[src/verilog/qwic_pkg.sv]
// Shared constants and types for the quad wiper I2C control block
package qwic_pkg;
   // ==========================================================
   // Sizes
   localparam int QW_NUM_WIPERS = 4;              // Four wipers
   localparam int QW_NUM_STORED = 4;              // Stored settings per wiper
   localparam int QW_MEM_DEPTH = 16;              // Sixteen stored bytes
   localparam int QW_DATA_W = 8;                  // Setting width, 256 taps
   localparam int QW_MEM_AW = 4;                  // Stored byte address width
   localparam int QW_SEL_W = 2;                   // Wiper or slot select width
   localparam int QW_CNT_W = 4;                   // Bit counter width
   // ==========================================================
   // Reset and init values
   localparam logic [7:0] QW_STORE_INIT = 8'h80;  // Stored byte start value
   localparam logic [7:0] QW_WIPER_INIT = 8'h00;  // Setting before recall
   localparam logic [7:0] QW_STEP_MAX = 8'hFF;    // Top tap
   localparam logic [7:0] QW_STEP_MIN = 8'h00;    // Bottom tap
   localparam logic [7:0] QW_STEP_ONE = 8'h01;    // One tap step
   // Fixed upper nibble of the target byte; value is arbitrary
   localparam logic [3:0] QW_FIXED_NIBBLE = 4'h5;
   // ==========================================================
   // Counts and field positions
   localparam logic [3:0] QW_BYTE_BITS = 4'h8;    // Bits per byte
   localparam logic [3:0] QW_LAST_TX = 4'h7;      // Last transmit bit index
   localparam logic [3:0] QW_CNT_ZERO = 4'h0;     // Counter clear value
   localparam logic [3:0] QW_REC_LAST = 4'h7;     // Last recall step
   localparam int QW_OP_MSB = 7;                  // Opcode field high bit
   localparam int QW_OP_LSB = 4;                  // Opcode field low bit
   localparam int QW_WSEL_MSB = 3;                // Wiper field high bit
   localparam int QW_WSEL_LSB = 2;                // Wiper field low bit
   localparam int QW_RSEL_MSB = 1;                // Slot field high bit
   localparam int QW_RSEL_LSB = 0;                // Slot field low bit
   localparam int QW_STEP_DIR_BIT = 0;            // Data bit: 1 up, 0 down
   localparam logic [1:0] QW_FIRST_SLOT = 2'h0;   // Slot recalled at power-up
   // ==========================================================
   // Instruction opcodes
   localparam logic [3:0] QW_OP_RD_WIPER = 4'h9;  // Read a setting
   localparam logic [3:0] QW_OP_WR_WIPER = 4'hA;  // Write a setting
   localparam logic [3:0] QW_OP_RD_STORE = 4'hB;  // Read a stored byte
   localparam logic [3:0] QW_OP_WR_STORE = 4'hC;  // Write a stored byte
   localparam logic [3:0] QW_OP_TO_WIPER = 4'hD;  // Stored byte into setting
   localparam logic [3:0] QW_OP_TO_STORE = 4'hE;  // Setting into stored byte
   localparam logic [3:0] QW_OP_INCDEC = 4'h2;    // Step mode
   // ==========================================================
   // Bus engine states and byte roles
   typedef enum logic [2:0] {QW_IDLE, QW_RX, QW_ACK, QW_TX, QW_TXACK} qwic_state_t;
   typedef enum logic [1:0] {QW_K_TARGET, QW_K_INSTR, QW_K_DATA} qwic_kind_t;
endpackage

[src/verilog/qwic_top.sv]
// Quad wiper I2C target: bus engine, settings, recall and write guard
`timescale 1ns/1ps
module qwic_top
   import qwic_pkg::*;
(
   input wire logic sys_clk,
   input wire logic rstn,
   input wire logic clk_en,
   input wire logic scl_in,
   input wire logic sda_in,
   input wire logic address_select_bit_zero,
   input wire logic address_select_bit_one,
   input wire logic address_select_bit_two,
   input wire logic address_select_bit_three,
   input wire logic write_guard_n,
   output logic sda_out,
   output logic sda_oe,
   output logic [QW_DATA_W-1:0] wiper0_setting,
   output logic [QW_DATA_W-1:0] wiper1_setting,
   output logic [QW_DATA_W-1:0] wiper2_setting,
   output logic [QW_DATA_W-1:0] wiper3_setting
);
   // ==========================================================
   // Helper functions
   // Stored byte index from wiper and slot
   function automatic logic [QW_MEM_AW-1:0] qwic_index(input logic [QW_SEL_W-1:0] w,
                                                      input logic [QW_SEL_W-1:0] r);
      qwic_index = {w, r};
   endfunction

   // Saturating one-tap step
   function automatic logic [QW_DATA_W-1:0] qwic_step(input logic [QW_DATA_W-1:0] v,
                                                     input logic up);
      if (up)
         qwic_step = (v == QW_STEP_MAX) ? v : v + QW_STEP_ONE;
      else
         qwic_step = (v == QW_STEP_MIN) ? v : v - QW_STEP_ONE;
   endfunction

   // ==========================================================
   // Input synchronisers
   logic scl_s1_r, scl_s2_r, scl_d_r;   // Bus clock sync and delay
   logic sda_s1_r, sda_s2_r, sda_d_r;   // Bus data sync and delay
   logic [3:0] adr_s1_r, adr_s2_r;      // Address pin sync
   logic wg_s1_r, wg_s2_r;              // Guard pin sync

   // Two flops on every pin before use
   always_ff @(posedge sys_clk or negedge rstn)
   begin
      if (!rstn)
      begin
         scl_s1_r <= 1'b1;
         scl_s2_r <= 1'b1;
         scl_d_r <= 1'b1;
         sda_s1_r <= 1'b1;
         sda_s2_r <= 1'b1;
         sda_d_r <= 1'b1;
         adr_s1_r <= 4'h0;
         adr_s2_r <= 4'h0;
         wg_s1_r <= 1'b1;
         wg_s2_r <= 1'b1;
      end
      else if (clk_en)
      begin
         scl_s1_r <= scl_in;
         scl_s2_r <= scl_s1_r;
         scl_d_r <= scl_s2_r;
         sda_s1_r <= sda_in;
         sda_s2_r <= sda_s1_r;
         sda_d_r <= sda_s2_r;
         // Pin zero lands in the low bit
         adr_s1_r <= {address_select_bit_three, address_select_bit_two,
                      address_select_bit_one, address_select_bit_zero};
         adr_s2_r <= adr_s1_r;
         wg_s1_r <= write_guard_n;
         wg_s2_r <= wg_s1_r;
      end
   end

   // ==========================================================
   // Bus events, all derived from the sampled master clock and data lines
   logic scl_rise, scl_fall, bus_start, bus_stop;
   logic guard_ok;                               // Stored writes allowed
   assign scl_rise = scl_s2_r && !scl_d_r;
   assign scl_fall = !scl_s2_r && scl_d_r;
   assign bus_start = scl_s2_r && scl_d_r && !sda_s2_r && sda_d_r;
   assign bus_stop = scl_s2_r && scl_d_r && sda_s2_r && !sda_d_r;
   // Floating guard reads high through the board pull-up
   assign guard_ok = wg_s2_r;

   // ==========================================================
   // Engine registers
   qwic_state_t state_r;                 // Bus engine state
   qwic_kind_t kind_r;                   // Role of the byte in flight
   logic [QW_CNT_W-1:0] cnt_r;           // Bit counter
   logic [QW_DATA_W-1:0] sh_r;           // Receive shifter
   logic [QW_DATA_W-1:0] tx_r;           // Transmit shifter
   logic [QW_DATA_W-1:0] instr_r;        // Latched instruction
   logic tx_pend_r;                      // Next phase transmits
   logic sda_oe_r;                       // Pull-down enable
   logic rec_busy_r;                     // Power-up recall running
   logic [QW_CNT_W-1:0] rec_cnt_r;       // Recall step
   logic go1_r, go2_r;                   // Transfer pipeline
   logic [QW_DATA_W-1:0] wiper_r [QW_NUM_WIPERS]; // Settings
   logic [QW_DATA_W-1:0] mem_rdata;      // Stored byte read data

   // Decoded fields
   logic [3:0] op, new_op;
   logic [QW_SEL_W-1:0] wsel, rsel;
   assign op = instr_r[QW_OP_MSB:QW_OP_LSB];
   assign wsel = instr_r[QW_WSEL_MSB:QW_WSEL_LSB];
   assign rsel = instr_r[QW_RSEL_MSB:QW_RSEL_LSB];
   assign new_op = sh_r[QW_OP_MSB:QW_OP_LSB];

   // Completed received byte, seen on the falling edge after bit eight
   logic byte_done, data_done, op_valid, op_read, op_xfer;
   assign byte_done = (state_r == QW_RX) && scl_fall && (cnt_r == QW_BYTE_BITS);
   assign data_done = byte_done && (kind_r == QW_K_DATA);
   assign op_valid = (new_op == QW_OP_RD_WIPER) || (new_op == QW_OP_WR_WIPER) ||
                     (new_op == QW_OP_RD_STORE) || (new_op == QW_OP_WR_STORE) ||
                     (new_op == QW_OP_TO_WIPER) || (new_op == QW_OP_TO_STORE) ||
                     (new_op == QW_OP_INCDEC);
   assign op_read = (new_op == QW_OP_RD_WIPER) || (new_op == QW_OP_RD_STORE);
   assign op_xfer = (new_op == QW_OP_TO_WIPER) || (new_op == QW_OP_TO_STORE);

   // Acknowledge decision for the byte just received
   logic byte_ack;
   always_comb
   begin
      byte_ack = 1'b0;
      case (kind_r)
         QW_K_TARGET: byte_ack = (sh_r == {QW_FIXED_NIBBLE, adr_s2_r});
         QW_K_INSTR: byte_ack = op_valid;
         QW_K_DATA:
         begin
            if (op == QW_OP_WR_STORE)
               byte_ack = guard_ok;
            else
               byte_ack = (op == QW_OP_WR_WIPER) || (op == QW_OP_INCDEC);
         end
         default: byte_ack = 1'b0;
      endcase
   end

   // Byte to send: setting or stored byte
   logic [QW_DATA_W-1:0] tx_src;
   assign tx_src = (op == QW_OP_RD_STORE) ? mem_rdata : wiper_r[wsel];

   // ==========================================================
   // Bus engine; a start wins over all but recall so a stuck transfer can be restarted
   always_ff @(posedge sys_clk or negedge rstn)
   begin
      if (!rstn)
      begin
         state_r <= QW_IDLE;
         kind_r <= QW_K_TARGET;
         cnt_r <= QW_CNT_ZERO;
         sh_r <= QW_WIPER_INIT;
         tx_r <= QW_WIPER_INIT;
         instr_r <= QW_WIPER_INIT;
         tx_pend_r <= 1'b0;
         sda_oe_r <= 1'b0;
      end
      else if (clk_en)
      begin
         if (rec_busy_r)
         begin
            // Bus ignored until settings hold recalled values
            state_r <= QW_IDLE;
         end
         else if (bus_start)
         begin
            state_r <= QW_RX;
            kind_r <= QW_K_TARGET;
            cnt_r <= QW_CNT_ZERO;
            tx_pend_r <= 1'b0;
            sda_oe_r <= 1'b0;
         end
         else if (bus_stop)
         begin
            state_r <= QW_IDLE;
            sda_oe_r <= 1'b0;
         end
         else
         begin
            case (state_r)
               QW_RX:
               begin
                  if (scl_rise)
                  begin
                     sh_r <= {sh_r[QW_DATA_W-2:0], sda_s2_r};
                     cnt_r <= cnt_r + 1'b1;
                  end
                  else if (byte_done)
                  begin
                     if (byte_ack)
                     begin
                        sda_oe_r <= 1'b1;
                        state_r <= QW_ACK;
                     end
                     else
                     begin
                        // Not ours or refused: leave the line alone
                        state_r <= QW_IDLE;
                     end
                     if (kind_r == QW_K_INSTR)
                     begin
                        instr_r <= sh_r;
                        tx_pend_r <= op_read && byte_ack;
                     end
                     kind_r <= (kind_r == QW_K_TARGET) ? QW_K_INSTR : QW_K_DATA;
                  end
               end
               QW_ACK:
               begin
                  if (scl_fall)
                  begin
                     cnt_r <= QW_CNT_ZERO;
                     if (tx_pend_r)
                     begin
                        tx_r <= tx_src;
                        sda_oe_r <= !tx_src[QW_DATA_W-1];
                        state_r <= QW_TX;
                     end
                     else
                     begin
                        sda_oe_r <= 1'b0;
                        state_r <= QW_RX;
                     end
                  end
               end
               QW_TX:
               begin
                  if (scl_fall)
                  begin
                     if (cnt_r == QW_LAST_TX)
                     begin
                        sda_oe_r <= 1'b0; // Release for master answer
                        state_r <= QW_TXACK;
                     end
                     else
                     begin
                        cnt_r <= cnt_r + 1'b1;
                        tx_r <= {tx_r[QW_DATA_W-2:0], 1'b0};
                        sda_oe_r <= !tx_r[QW_DATA_W-2];
                     end
                  end
               end
               QW_TXACK:
               begin
                  if (scl_rise)
                  begin
                     // Master low means send again, high means done
                     tx_pend_r <= !sda_s2_r;
                     if (sda_s2_r)
                        state_r <= QW_IDLE;
                     else
                        state_r <= QW_ACK;
                  end
               end
               default: state_r <= QW_IDLE;
            endcase
         end
      end
   end

   // ==========================================================
   // Transfer pipeline covers the stored byte read latency
   always_ff @(posedge sys_clk or negedge rstn)
   begin
      if (!rstn)
      begin
         go1_r <= 1'b0;
         go2_r <= 1'b0;
      end
      else if (clk_en)
      begin
         go1_r <= byte_done && (kind_r == QW_K_INSTR) && op_xfer && !rec_busy_r;
         go2_r <= go1_r;
      end
   end

   // ==========================================================
   // Power-up recall sequencer: even step addresses, odd step loads
   always_ff @(posedge sys_clk or negedge rstn)
   begin
      if (!rstn)
      begin
         rec_busy_r <= 1'b1;
         rec_cnt_r <= QW_CNT_ZERO;
      end
      else if (clk_en && rec_busy_r)
      begin
         rec_cnt_r <= rec_cnt_r + 1'b1;
         rec_busy_r <= (rec_cnt_r != QW_REC_LAST);
      end
   end

   logic [QW_SEL_W-1:0] rec_w;
   assign rec_w = rec_cnt_r[QW_SEL_W:1];

   // ==========================================================
   // Stored byte memory ports
   logic mem_we;
   logic [QW_MEM_AW-1:0] mem_waddr, mem_raddr;
   logic [QW_DATA_W-1:0] mem_wdata;
   assign mem_raddr = rec_busy_r ? qwic_index(rec_w, QW_FIRST_SLOT) : qwic_index(wsel, rsel);
   // Guard gates every stored write path
   assign mem_we = guard_ok && ((data_done && (op == QW_OP_WR_STORE)) ||
                                (go2_r && (op == QW_OP_TO_STORE)));
   assign mem_waddr = qwic_index(wsel, rsel);
   assign mem_wdata = data_done ? sh_r : wiper_r[wsel];

   qwic_store_mem u_store
   (
      .sys_clk(sys_clk),
      .rstn(rstn),
      .clk_en(clk_en),
      .wr_en(mem_we),
      .wr_addr(mem_waddr),
      .wr_data(mem_wdata),
      .rd_addr(mem_raddr),
      .rd_data(mem_rdata)
   );

   // ==========================================================
   // Wiper settings; guard never blocks these
   always_ff @(posedge sys_clk or negedge rstn)
   begin
      if (!rstn)
      begin
         for (int i = 0; i < QW_NUM_WIPERS; i++)
         begin
            wiper_r[i] <= QW_WIPER_INIT;
         end
      end
      else if (clk_en)
      begin
         if (rec_busy_r && rec_cnt_r[0])
            wiper_r[rec_w] <= mem_rdata;
         else if (data_done && (op == QW_OP_WR_WIPER))
            wiper_r[wsel] <= sh_r;
         else if (data_done && (op == QW_OP_INCDEC))
            wiper_r[wsel] <= qwic_step(wiper_r[wsel], sh_r[QW_STEP_DIR_BIT]);
         else if (go2_r && (op == QW_OP_TO_WIPER))
            wiper_r[wsel] <= mem_rdata;
      end
   end

   // ==========================================================
   // Outputs; each setting code picks one tap only
   always_ff @(posedge sys_clk or negedge rstn)
   begin
      if (!rstn)
      begin
         sda_out <= 1'b0;
         sda_oe <= 1'b0;
      end
      else if (clk_en)
      begin
         sda_out <= 1'b0;     // Only ever pulls low
         sda_oe <= sda_oe_r;
      end
   end
   assign wiper0_setting = wiper_r[0];
   assign wiper1_setting = wiper_r[1];
   assign wiper2_setting = wiper_r[2];
   assign wiper3_setting = wiper_r[3];
endmodule

[src/verilog/qwic_store_mem.sv]
// Sixteen byte stored-setting memory with registered read data
`timescale 1ns/1ps
module qwic_store_mem
   import qwic_pkg::*;
(
   input wire logic sys_clk,
   input wire logic rstn,
   input wire logic clk_en,
   input wire logic wr_en,
   input wire logic [QW_MEM_AW-1:0] wr_addr,
   input wire logic [QW_DATA_W-1:0] wr_data,
   input wire logic [QW_MEM_AW-1:0] rd_addr,
   output logic [QW_DATA_W-1:0] rd_data
);
   // ==========================================================
   // Storage
   logic [QW_DATA_W-1:0] mem_r [QW_MEM_DEPTH]; // Sixteen stored bytes

   // Write port; reset stands in for factory contents
   always_ff @(posedge sys_clk or negedge rstn)
   begin
      if (!rstn)
      begin
         for (int i = 0; i < QW_MEM_DEPTH; i++)
         begin
            mem_r[i] <= QW_STORE_INIT;
         end
      end
      else if (clk_en && wr_en)
      begin
         mem_r[wr_addr] <= wr_data;
      end
   end

   // Registered read, one cycle latency
   always_ff @(posedge sys_clk or negedge rstn)
   begin
      if (!rstn)
      begin
         rd_data <= QW_STORE_INIT;
      end
      else if (clk_en)
      begin
         rd_data <= mem_r[rd_addr];
      end
   end
endmodule

[config.mk]
export PLATFORM = sky130hd
export DESIGN_NAME = qwic_top
export DESIGN_NICKNAME = d
export VERILOG_FILES = /design/src/verilog/qwic_pkg.sv /design/src/verilog/qwic_top.sv /design/src/verilog/qwic_store_mem.sv
export SDC_FILE = /design/constraint.sdc
export NUM_CORES = 1
export LEC_CHECK = 0
export ABC_CLOCK_PERIOD_IN_PS = 4200
export BUFFER_PORTS_ARGS = -buffer_cell sky130_fd_sc_hd__buf_2
export CAP_MARGIN = 20
export CORE_MARGIN = 5
export CORE_UTILIZATION = 60
export CTS_CLUSTER_DIAMETER = 100
export DETAILED_ROUTE_END_ITERATION = 8
export HOLD_SLACK_MARGIN = 0.02
export PLACE_DENSITY = 0.77
export SLEW_MARGIN = 20
export SYNTH_ARGS = -nofsm -noshare
export SYNTH_HDL_FRONTEND = slang
export SYNTH_HIERARCHICAL = 1
export SYNTH_SLANG_ARGS = --single-unit
[constraint.sdc]
create_clock -name sys_clk -period 4.2 [get_ports sys_clk]
set_input_delay 0.21 -clock sys_clk [delete_from_list [all_inputs] [get_ports sys_clk]]
set_output_delay 0.21 -clock sys_clk [all_outputs]
set_load 0.02 [all_outputs]
==> results.ini <==
[synth]
synth.distinct_cells=68
synth-main-ff-cell=dfrtp_1
synth_area_um2=11700
yosysWarnings=6
ys_ff_latch=226
ys_seq_area_share_pct=48.5
yosys.area.top_type=dfrtp_1
synth_cells=969
async_reset_ff_share_pct=100
synth_area_per_cell_um2=12.1
yosysTopAreaCellShare_pct=42.6
ys_top_cells_by_area=dfrtp_1 43%, mux2_2 15%, mux4_2 7.7%
synth-edff-count=0
syn_nets=985

[floorplan]
coreArea_um2=19300
die_w_um=150
fp-row-count=51
start_util_pct=60.7
fp.dieH_um=150
dieArea_um2=22500
io_pins=44

[worst_setup_path]
worstSetupPathType=flip-flop to flip-flop
r2r_slack_ns=0.70
end_kind=flip-flop
r2r-end=wiper1_setting[7]
r2r-start=instr_r[2]
cp.required_ns=4.58
path_max_fanout=16
crit_start=instr_r[2]
start_kind=flip-flop
reg2reg_depth=8
crit_arrival_ns=3.88

[timing]
clock-skew-final_ns=0.0149
tightest_slew_ns=1.03
fmax_mhz=286
finalHoldViolations=0
grt_setup_unrepaired=no
finalSetupViolCount=0
fin_crit_sh_pct=83.4
slew-limit-headroom_pct=31.5
period_needed_ns=3.50
whs_ns=0.0828
tns_ns=0
slew_violations=0

[clocking]
cts_buffers=24
cts_root_buffer=clkbuf_16
cts-resized-gates=0
cts_sinks=226
clkTransAtPathRegs_ns=0.06
clk_path_buf_depth=3
cts_tree=built
cts_htree_levels=1
clkLatencyLatePin_ns=0.53

[drt]
drtAntennaViolNets=0
dr.pass1.iters=5
drt_iter0_drc=726
drt-total-wl_um=28900
wl_per_cell_um=22.6
drc=0
dr_total_vias=8207
detail_route.vias_per_cell=6.43

[pwr]
p_leak_uw=0.00582
power_density_nw_per_um2=357
ir_worst_vdd_mv=0.350

[placement]
hpwl_um=19200
port_buffers=42
gp_congestion=0.943

[finish]
area_growth_pct=10.3
antenna_cells=0
drive_gt1_share_pct=34.2
layout.nets=1011

[hold_path]
hp-class=input pin to flip-flop
holdPathEnd=rec_cnt_r[3]
min_from=clk_en
min_path_cells=3

[grt]
track_usage_pct=26.1
grt_max_degree=131
antenna_found_initial=0
grt_pass1_wl_um=46100
grt_pass1_vias=8307
grt_overflow=0

[status]
status=finished clean

[job]
cap_violations=0

## what timing repair did
item / in CTS / in global routing
hold buffers: 8 / 0
setup buffers: 0 / 0
setup endpoints to repair: 0 / 0
endpoints found under the hold margin: 122 / 0
## worst max-delay path, cell delays in order, from the launching register on
cell and delay [ns]:
dfrtp_1 0.72, buf_4 0.34, mux4_2 0.67, or3_4 0.42, nor3_1 0.21, mux2i_1 0.21
mux2i_1 0.10, a221oi_1 0.52, o21ai_0 0.16
## final cells by class
class / instances / area (um^2)
multi-input combinational: 668 / 5700
fill: 1437 / 6390
clock inverter: 6 / 47.5
clock buffer: 37 / 709
sequential: 226 / 5690
inverter: 11 / 41.3
timing repair buffer: 64 / 425
tap: 265 / 332
## state kept, by name, summed over array words and instances (netlist names), 2 cells and up
| name | flops |
|---|---|
| rec_cnt_r | 4 |
| adr_s2_r | 4 |
| wiper2_setting | 8 |
| cnt_r | 4 |
| instr_r | 8 |
| sh_r | 8 |
| kind_r | 2 |
| adr_s1_r | 4 |
| tx_r | 7 |
| wiper0_setting | 8 |
| wiper3_setting | 8 |
| wiper1_setting | 8 |
| u_store/mem_r | 128 |
| state_r | 3 |
| u_store/rd_data | 8 |
## per-layer routing
metal  share of wire [%]  global-route usage (%)
met2                  48                    42.5
met1                  42                    35.7
met3                 6.2                    4.42
met4                 3.9                    9.10
met5                   0                       0
## worst max path at each step
stage                          to  slack (ns)  depth (start not counted)
3_5_place_dp    wiper2_setting[7]        0.73                          8
4_1_cts         wiper1_setting[7]        0.73                          8
2_1_floorplan  u_store/mem_r[104]        1.21                         12
3_3_place_gp    wiper3_setting[7]        0.76                          8
5_1_grt         wiper2_setting[7]        0.46                          8
6_report        wiper1_setting[7]        0.70                          8
## where the power goes
group | internal [uW] | total (uW) | switching (uW)
logic | 101 | 258 | 157
clock network | 1160 | 2030 | 865
registers | 2250 | 2330 | 85.7
## layout by cell type, fill, tap and decap left out, types with 10 or more instances in the layout
master	instances
a32oi_1	10
nor2b_1	13
o211ai_1	13
o21a_1	12
a221oi_1	10
dfrtp_1	200
mux2_2	154
a21oi_1	21
nor3_1	14
inv_1	11
nand2_1	70
nor2_1	43
mux4_2	40
o21ai_0	58
buf_2	41
clkbuf_16	24
and2_1	10
buf_4	13
nand2b_1	13
nand3_1	21
mux2i_1	22
dfstp_2	26
## metrics by stage
| step | worst slack, ns | total power [uW] | cell area [um^2] | std cells | util (%) |
|---|---|---|---|---|---|
| global route | 0.463 | 4800 | 12900 | 1277 | 67.0 |
| floorplan | 1.21 | 2500 | 11700 | 969 | - |
| finish | 0.698 | 4620 | 12900 | 1277 | 67.0 |
| CTS | 0.725 | 4670 | 12900 | 1276 | 66.8 |
| global placement | 0.762 | 2610 | 12100 | 1225 | 62.5 |
| detailed placement | 0.733 | 2620 | 12100 | 1225 | 62.5 |
## Yosys cell counts (9+ instances only)
master    instances
a21oi_1          21
a221oi_1         10
a32oi_1          10
and2_1           10
buf_2            13
buf_4            10
clkbuf_1         36
dfrtp_1         200
dfstp_2          26
inv_1            11
mux2_2          154
mux2i_1          22
mux4_2           40
nand2_1          70
nand2b_1         13
nand3_1          21
nor2_1           43
nor2_2            9
nor2b_1          14
nor3_1           14
o211ai_1         13
o21a_1           12
o21ai_0          58
## kinds of logic (layout without fill, tap and decap cells)
logic type,after synthesis,count (layout),synth area share [%]
AO/OA/AOI/OAI,170,170,9.46
XOR/XNOR,13,13,0.970
adder cells (fa/ha/maj),6,6,0.640
buffers and inverters,75,118,2.99
flip-flops,226,226,48.5
multiplexers,232,232,26.1
other,1,1,0.0320
AND/OR/NAND/NOR,246,246,11.3
Power figures use the tool's default switching activity.
